$ cat src/design/sap_defs.svh
// register map, field positions, reset values and timing counts of the position sequencer
`ifndef SAP_DEFS_SVH
`define SAP_DEFS_SVH

// ***********************************************
// clock and sequence timing
// ***********************************************
`define SAP_MCLK_KHZ       200000
`define SAP_SON_BASE_MS    100
`define SAP_EM_BASE_MS     200
`define SAP_BASE_RDY_MS    5
`define SAP_SON_BASE_CYC   (`SAP_SON_BASE_MS * `SAP_MCLK_KHZ)
`define SAP_EM_BASE_CYC    (`SAP_EM_BASE_MS * `SAP_MCLK_KHZ)
`define SAP_BASE_RDY_CYC   (`SAP_BASE_RDY_MS * `SAP_MCLK_KHZ)
`define SAP_PWR_RDY_CYC    32'h0000_0001

// ***********************************************
// serial command values
// ***********************************************
`define SAP_CMD_READ       8'h02
`define SAP_DNO_ABSPOS     8'h91
`define SAP_ERR_FRAME      8'h41
`define SAP_ERR_CMD        8'h42
`define SAP_ERR_DATANO     8'h43

// ***********************************************
// register offsets and fields
// ***********************************************
`define SAP_REG_CTRL       8'h00
`define SAP_REG_STATUS     8'h04
`define SAP_REG_MASK       8'h08
`define SAP_REG_LASTPOS    8'h0c
`define SAP_REG_STATE      8'h10
`define SAP_CTRL_RST       32'h0000_0100
`define SAP_CTRL_ANS_BIT   8
`define SAP_EV_READ        0
`define SAP_EV_COMERR      1
`define SAP_EV_ALARM       2
`define SAP_EV_READY       3
`define SAP_EV_W           4

`endif

$ cat src/design/sap_pkg.sv
// types shared by the position sequencer and its users
package sap_pkg;

   // decoded frame from the serial link layer
   typedef struct packed {
      logic       valid;
      logic       frameErr;
      logic [7:0] station;
      logic [7:0] cmd;
      logic [7:0] dataNo;
   } sap_cmd_t;

   // answer handed back to the link layer
   typedef struct packed {
      logic        valid;
      logic        isErr;
      logic [7:0]  errCode;
      logic [63:0] hexText;
   } sap_rsp_t;

   // one-hot sequence states
   typedef enum logic [5:0] {
      ST_OFF     = 6'b000001,
      ST_SONWAIT = 6'b000010,
      ST_STOPPED = 6'b000100,
      ST_EMWAIT  = 6'b001000,
      ST_RDWAIT  = 6'b010000,
      ST_RUN     = 6'b100000
   } sap_state_t;

endpackage : sap_pkg

$ cat src/design/sap_seq.sv
// servo drive absolute position read and power stage sequencer
//
// How it works
// - reply is 32-bit position as hex
// - reply position also loads position command
// - servo-on power-up enables stage after 100 ms
// - ready rises only after stage enabled
// - link errors answered with an error code
// - stop release: stage 200 ms, ready +5 ms
//
// Decided for this implementation: the plain strobed port and the register addresses.
`timescale 1ns/1ps
`include "sap_defs.svh"

module sap_seq #(
   parameter logic [31:0] SON_BASE_CYC = `SAP_SON_BASE_CYC,
   parameter logic [31:0] EM_BASE_CYC  = `SAP_EM_BASE_CYC,
   parameter logic [31:0] BASE_RDY_CYC = `SAP_BASE_RDY_CYC
) (
   input  wire logic             mclk,
   input  wire logic             rst,
   input  wire logic             clkEn,
   input  wire logic             servo_on_input,
   input  wire logic             forced_stop_two_input,
   input  wire logic             alarmCause,
   input  wire logic [31:0]      curPos,
   input  wire sap_pkg::sap_cmd_t linkCmd,
   input  wire logic [7:0]       regAddr,
   input  wire logic [31:0]      regWdata,
   input  wire logic             regWr,
   input  wire logic             regRd,
   output logic [31:0]           regRdata,
   output sap_pkg::sap_rsp_t     linkRsp,
   output logic [31:0]           posCmd,
   output logic                  posCmdLoad,
   output logic                  baseOn,
   output logic                  readyOut,
   output logic                  malfunction_output,
   output logic                  irq
);
   import sap_pkg::*;

   // ***********************************************
   // helper functions
   // ***********************************************
   // one nibble to its ascii hex character
   function automatic logic [7:0] hexChar(input logic [3:0] nib);
      hexChar = (nib < 4'ha) ? (8'h30 + {4'h0, nib}) : (8'h37 + {4'h0, nib});
   endfunction : hexChar

   // 32-bit word to eight hex characters, most significant first
   function automatic logic [63:0] hexWord(input logic [31:0] w);
      logic [63:0] t;
      t = 64'h0;
      for (int i = 0; i < 8; i++) begin
         t[i*8 +: 8] = hexChar(w[i*4 +: 4]);
      end
      hexWord = t;
   endfunction : hexWord

   // ***********************************************
   // state
   // ***********************************************
   sap_state_t                 state_q;
   sap_state_t                 state_d;
   logic [31:0]                cnt_q;
   logic [31:0]                cnt_d;
   logic [31:0]                ctrl_q;
   logic [`SAP_EV_W-1:0]       status_q;
   logic [`SAP_EV_W-1:0]       mask_q;
   logic [31:0]                lastPos_q;

   // ***********************************************
   // sequence decode
   // ***********************************************
   wire stopReleased = forced_stop_two_input;   // high means forced stop not active
   wire cntDone      = (cnt_q == 32'h0);
   wire cntRun       = ~cntDone;
   wire dropAll      = alarmCause | ~servo_on_input;

   // next state and delay load; servo-off and alarm win over everything
   always_comb begin
      state_d = state_q;
      cnt_d   = cntRun ? (cnt_q - 32'h1) : cnt_q;
      case (state_q)
         ST_OFF: begin
            if (!dropAll && stopReleased) begin
               state_d = ST_SONWAIT;
               cnt_d   = SON_BASE_CYC - 32'h1;
            end else if (!dropAll) begin
               state_d = ST_STOPPED;
            end
         end
         ST_SONWAIT: begin
            if (!stopReleased) begin
               state_d = ST_STOPPED;
            end else if (cntDone) begin
               state_d = ST_RDWAIT;
               cnt_d   = `SAP_PWR_RDY_CYC - 32'h1;
            end
         end
         ST_STOPPED: begin
            if (stopReleased) begin
               state_d = ST_EMWAIT;
               cnt_d   = EM_BASE_CYC - 32'h1;
            end
         end
         ST_EMWAIT: begin
            if (!stopReleased) begin
               state_d = ST_STOPPED;
            end else if (cntDone) begin
               state_d = ST_RDWAIT;
               cnt_d   = BASE_RDY_CYC - 32'h1;
            end
         end
         ST_RDWAIT: begin
            if (!stopReleased) begin
               state_d = ST_STOPPED;
            end else if (cntDone) begin
               state_d = ST_RUN;
            end
         end
         ST_RUN: begin
            if (!stopReleased) begin
               state_d = ST_STOPPED;
            end
         end
         default: begin
            state_d = ST_OFF;
         end
      endcase
      if (dropAll) begin
         state_d = ST_OFF;
         cnt_d   = 32'h0;
      end
   end

   wire baseOn_d = (state_d == ST_RDWAIT) | (state_d == ST_RUN);
   wire ready_d  = (state_d == ST_RUN);

   // ***********************************************
   // command decode
   // ***********************************************
   // frames for other stations are ignored so only one drive answers
   wire forUs    = linkCmd.valid & (linkCmd.station == ctrl_q[7:0]);
   wire ansEn    = ctrl_q[`SAP_CTRL_ANS_BIT];
   wire take     = forUs & ansEn;
   wire badCmd   = linkCmd.cmd != `SAP_CMD_READ;
   wire badDno   = linkCmd.dataNo != `SAP_DNO_ABSPOS;
   wire goodRead = take & ~linkCmd.frameErr & ~badCmd & ~badDno;
   wire comErr   = take & ~goodRead;
   wire [7:0] errCode = linkCmd.frameErr ? `SAP_ERR_FRAME :
                        badCmd           ? `SAP_ERR_CMD   : `SAP_ERR_DATANO;

   // ***********************************************
   // register bus decode
   // ***********************************************
   wire selCtrl   = regAddr == `SAP_REG_CTRL;
   wire selStatus = regAddr == `SAP_REG_STATUS;
   wire selMask   = regAddr == `SAP_REG_MASK;
   wire selPos    = regAddr == `SAP_REG_LASTPOS;
   wire selState  = regAddr == `SAP_REG_STATE;
   wire [`SAP_EV_W-1:0] evSet = {ready_d & ~readyOut,
                                 alarmCause & ~malfunction_output,
                                 comErr,
                                 goodRead};
   wire [`SAP_EV_W-1:0] w1c   = (regWr & selStatus) ? regWdata[`SAP_EV_W-1:0] : '0;
   // a new event in the clearing cycle survives the clear
   wire [`SAP_EV_W-1:0] status_d = (status_q & ~w1c) | evSet;
   wire [31:0] stateWord = {24'h0, malfunction_output, readyOut, baseOn, 2'b00,
                            state_q == ST_RUN, state_q == ST_STOPPED,
                            state_q == ST_OFF};
   wire [31:0] rdMux = selCtrl   ? ctrl_q :
                       selStatus ? {28'h0, status_q} :
                       selMask   ? {28'h0, mask_q} :
                       selPos    ? lastPos_q :
                       selState  ? stateWord : 32'h0;   // unmapped reads zero

   // ***********************************************
   // sequence registers
   // ***********************************************
   always_ff @(posedge mclk) begin
      if (rst) begin
         state_q            <= ST_OFF;
         cnt_q              <= 32'h0;
         baseOn             <= 1'b0;
         readyOut           <= 1'b0;
         malfunction_output <= 1'b0;
      end else if (clkEn) begin
         state_q            <= state_d;
         cnt_q              <= cnt_d;
         baseOn             <= baseOn_d;
         readyOut           <= ready_d;
         malfunction_output <= alarmCause;
      end
   end

   // ***********************************************
   // read answer and position command
   // ***********************************************
   // the sampled position is both the reply and the new command, same edge
   always_ff @(posedge mclk) begin
      if (rst) begin
         linkRsp    <= '0;
         posCmd     <= 32'h0;
         posCmdLoad <= 1'b0;
         lastPos_q  <= 32'h0;
      end else if (clkEn) begin
         linkRsp.valid   <= goodRead | comErr;
         linkRsp.isErr   <= comErr;
         linkRsp.errCode <= comErr ? errCode : 8'h00;
         linkRsp.hexText <= goodRead ? hexWord(curPos) : 64'h0;
         posCmdLoad      <= goodRead;
         if (goodRead) begin
            posCmd    <= curPos;
            lastPos_q <= curPos;
         end
      end
   end

   // ***********************************************
   // software registers and interrupt
   // ***********************************************
   always_ff @(posedge mclk) begin
      if (rst) begin
         ctrl_q   <= `SAP_CTRL_RST;
         status_q <= '0;
         mask_q   <= '0;
         regRdata <= 32'h0;
         irq      <= 1'b0;
      end else if (clkEn) begin
         if (regWr && selCtrl) begin
            ctrl_q <= {23'h0, regWdata[8:0]};
         end
         if (regWr && selMask) begin
            mask_q <= regWdata[`SAP_EV_W-1:0];
         end
         status_q <= status_d;
         regRdata <= regRd ? rdMux : 32'h0;
         irq      <= |(status_d & mask_q);
      end
   end

endmodule : sap_seq

$ cat config.mk
export PLATFORM = sky130hd
export DESIGN_NAME = sap_seq
export DESIGN_NICKNAME = d
export VERILOG_FILES = /design/src/design/sap_pkg.sv /design/src/design/sap_seq.sv
export VERILOG_INCLUDE_DIRS = /design/src /design/src/design
export SDC_FILE = /design/constraint.sdc
export NUM_CORES = 1
export LEC_CHECK = 0
export ABC_AREA = 1
export BUFFER_PORTS_ARGS = -buffer_cell sky130_fd_sc_hd__clkbuf_2
export CAP_MARGIN = 20
export CORE_MARGIN = 2
export CORE_UTILIZATION = 50
export CTS_BUF_LIST = sky130_fd_sc_hd__clkbuf_4
export DETAILED_ROUTE_END_ITERATION = 8
export GPL_TIMING_DRIVEN = 0
export HOLD_SLACK_MARGIN = 0.15
export PLACE_DENSITY_LB_ADDON = 0.08
export SYNTH_ARGS = -nofsm -noshare
export SYNTH_HDL_FRONTEND = slang
export SYNTH_SLANG_ARGS = --single-unit
$ cat constraint.sdc
create_clock -name mclk -period 2.2 [get_ports mclk]
set_input_delay 0.66 -clock mclk [delete_from_list [all_inputs] [get_ports mclk]]
set_output_delay 0.66 -clock mclk [all_outputs]
set_load 0.1 [all_outputs]
[Word-level counts from Yosys, hierarchy flattened]
Index checks and enable logic that the tools add are counted.
Word-level totals
  register bits after elaboration: 198
  bits in latches: 0
  memory bits (writable): 0
  bits in read-only memories: 0
  output and inout port bits: 143
  logic and storage cells: 127
  memories kept: 0
Operators by class
  add/sub/neg operators: 17
  multipliers: 0
  divide/modulo/power cells: 0
  order comparisons: 8
  eq/ne operators: 15
  shift operators: 0
  muxes and demuxes: 37
  bitwise logic cells: 23
  reductions and logical operators: 11
Operators with widths (count)
  two-way mux 32 bit: 13
  case mux 32 bit (4 select lines): 1
  adder 6 x 4 -> 7 bit (first input constant): 16
  two-way mux 63 bit: 1
  two-way mux 7 bit: 9
  two-way mux 6 bit: 7
  logical NOT 32 bit: 1
  less-than comparator 4 bit (second input constant): 8
  subtractor 32 x 1 -> 32 bit (second input constant): 1
  case mux 6 bit (5 select lines): 1
  == test 8 x 4 -> 1 bit (second input constant): 2
  == test 6 x 5 -> 1 bit (second input constant): 2
  == test 6 bit (second input constant): 2
  bitwise AND 1 bit: 9
  bitwise AND 4 bit: 2
  == test 8 x 3 -> 1 bit (second input constant): 1
  == test 8 x 5 -> 1 bit (second input constant): 1
  == test 8 bit: 1
  logical NOT 8 bit: 1
  two-way mux 8 bit: 1
  != test 8 x 2 -> 1 bit (second input constant): 1
  != test 8 bit (second input constant): 1
  NOT 1 bit: 7
  == test 6 x 1 -> 1 bit (second input constant): 1
  15 further kinds: 21

[Depth between registers and ports, before layout]
  depth in word-level cells: 12
  mapped depth: 15
  mapped depth without buffers: 15

[Worst setup path before layout]
OpenSTA, ideal clock, no wires.
  path type: reg-to-output
  start point: reg, netlist name linkRsp[70]
  end point: out linkRsp[72] (netlist name)
  data arrival time: 1.374 ns
  required time: 1.540 ns
  path slack: 0.166 ns
  stages on the path, launching flop included: 2
  path buffers: 1
  path through: dfxtp_1 -> buf_4
RTL lines
  to (decl): RTL line sap_seq.sv:33  | output sap_pkg::sap_rsp_t linkRsp,

==> results.toml <==
[critical_path]
crit_family = "buffers and inverters"
endpoint_kind = "output pin"
ff2ff_path_depth = 12
crit_required_ps = 1540
cp.buffers_inverters = 1
cp_cell_sequence = "clkbuf_2"
crit_cells = 1
slowest_stage = "clkbuf_2"
slowest_delay_ps = 480
cp_max_fo = 3
reg2reg_slack_ps = 120
criticalPathCategory = "flop to output pin"
worstPathArrival_ps = 1510
crit_path_start_kind = "flop"

[drt]
vias_per_cell = 5.18
vias = 9342
drt_iter0_drc = 623
drt-total-wl_um = 27500
wl_per_cell_um = 15.2
first_pass_iters = 6
drc_errors = 0
final_antenna_net_count = 0

[die]
initial_core_util_pct = 50.7
die_height_um = 139
io_pins = 249
die_w_um = 139
core-area_um2 = 17900
rows = 49
die-area_um2 = 19300

[yosys]
syn_area_per_cell_um2 = 6.93
synthDistinctLibCells = 46
netlist_area_um2 = 9080
seq_area_frac_synth_pct = 40.6
async_reset_ff_share_pct = 0
ys.flop_type = "dfxtp_1"
synth_edf_count = 0
yosys_warnings = 0
syn_inst = 1310
ys_ff_latch = 184

[cells_and_area]
final_cell_mix = "nand2_1, clkbuf_2, a21oi_1, dfxtp_1, inv_1"
layout_commonest_cell = "nand2_1"
nNetsFinal = 1675
drive_above_1_share_pct = 22.3
sequential_cell_area_um2 = 3690
n_fill_cell = 1764
area_growth_pct = 19.7
final_core_util_pct = 60.7
multi_input_comb_area_um2 = 4660

[timing]
tightest_slew_ps = 815
fmax_mhz = 462
fin_worst_skew_ps = 18.0
fin_crit_ps = 2170
setup_viol_count_final = 0
max_slew_margin_pct = 45.7
hold_violations = 0
fin_ws_ps = 34.5
finalMaxSlewViolations = 0
rsz0062_at_grt = "true"
period_share_pct = 98.4

[pwr]
power.density_nw_per_um2 = 994
power_leakage_nw = 4.86
p_total_mw = 10.8
ir_drop_uv = 798

[hold_path]
hold_class = "input pin to flop"
hold_depth = 3

[cts]
cts-htree-levels = 4
cts_hold_buf = 0
numCtsBuffers = 17
path_clk_slew_ps = 160
cts_root_buf = "clkbuf_4"
cts_tree = "built"
clkSinkCount = 184
clkLatencyLatePin_ps = 590
cts_buffer_depth = 2

[grt]
antenna_found_initial = 1
grt_max_degree = 19
grt_usage_pct = 27.6
grt_pass1_vias = 8405
grt_pass1_wl_um = 43200
grt.overflow.total = 0

[placement]
dp_hpwl_um = 21000
dp_slack_ps = -302
place_congestion = 0.950
port_buffers = 210

[outcome]
status = "complete, no violations"

[job]
maxCapViolCount = 0
registers in the layout (all words and copies together), names as in the netlist:
name,cells
state_q,6
status_q,4
baseOn,1
irq,1
lastPos_q,32
ctrl_q,9
malfunction_output,1
mask_q,4
regRdata,32
readyOut,1
cnt_q,32
linkRsp,60
posCmdLoad,1
final cells by class:
| cell class | count | area share (%) |
|---|---|---|
| antenna | 2 | 0.0460 |
| inverter | 133 | 4.60 |
| clock inverter | 15 | 1.27 |
| tap | 229 | 2.63 |
| buffer | 68 | 3.28 |
| multi-input combinational | 937 | 42.9 |
| timing repair buffer | 217 | 10.2 |
| sequential | 184 | 33.9 |
| clock buffer | 17 | 1.17 |
power by group:
group	internal, mW	total, mW	leakage (nW)	switching (mW)
Clock	0.499	1.83	0.146	1.33
Sequential	3.45	3.58	1.49	0.135
Combinational	1.93	5.40	3.23	3.47
Total	5.88	10.8	4.86	4.94
routing by layer:
metal / track usage [%] / routed length [µm] / vias up
li1: - / - / 4727
met1: 36.3 / 12100 / 4257
met2: 45.1 / 12700 / 322
met3: 7.63 / 2250 / 36
met4: 7.34 / 439 / 0
met5: 0 / 0 / -
repair_timing:
item,4_1_cts,5_1_grt
pin swaps,1,7
gates resized for setup,8,33
buffers inserted,1,6
endpoints found under the setup margin,12,93
cells by family (layout without fill, tap and decap cells):
group,after synthesis,after routing,synth area share (%)
fa+ha+maj,11,11,1.52
simple gates,554,554,26.4
xor+xnor,35,35,3.38
other cells,1,15,0.0413
compound gates,324,324,18.8
buf+inv,201,450,9.30
flops,184,184,40.6
per-stage QoR:
stage	setup TNS [ps]	instance area, µm²	std cells	hold WS, ps
after floorplan	0	9130	1322	445
after global placement	-23890	10500	1761	446
after detailed placement	-28040	10500	1761	455
after CTS	0	10800	1794	253
after global routing	-829	10900	1802	268
final	0	10900	1802	285
final timing paths:
check                              endpoint     startpoint
worst max-delay path             posCmd[13]  lastPos_q[13]
worst min-delay path              ctrl_q[8]    regWdata[8]
worst max register to register    cnt_q[14]      cnt_q[24]
worst min register to register  regRdata[2]    regRdata[2]
cells in the mapped netlist, types with 3 or more instances:
| cell | n | area, µm² |
|---|---|---|
| nand2_1 | 336 | 1260 |
| a21oi_1 | 189 | 946 |
| dfxtp_1 | 184 | 3680 |
| inv_1 | 126 | 473 |
| nor2_1 | 100 | 375 |
| o21ai_0 | 90 | 450 |
| clkbuf_1 | 38 | 143 |
| nand3_1 | 35 | 175 |
| xor2_1 | 32 | 280 |
| nor2_2 | 17 | 106 |
| o21ai_1 | 17 | 85.1 |
| buf_4 | 14 | 105 |
| nand4_1 | 14 | 87.6 |
| nor3_1 | 13 | 65.1 |
| buf_2 | 11 | 55.1 |
| ha_1 | 11 | 138 |
| nand2_2 | 8 | 50.1 |
| nor2_4 | 8 | 90.1 |
| nor4_1 | 8 | 50.1 |
| inv_2 | 6 | 22.5 |
| o211ai_1 | 6 | 45.0 |
| nor3_2 | 4 | 40.0 |
| a31oi_1 | 3 | 18.8 |
| buf_6 | 3 | 33.8 |
| nand2_4 | 3 | 33.8 |
| nand3_2 | 3 | 30.0 |
| o22ai_1 | 3 | 18.8 |
| xnor2_1 | 3 | 26.3 |
Power figures use the tool's default switching activity.
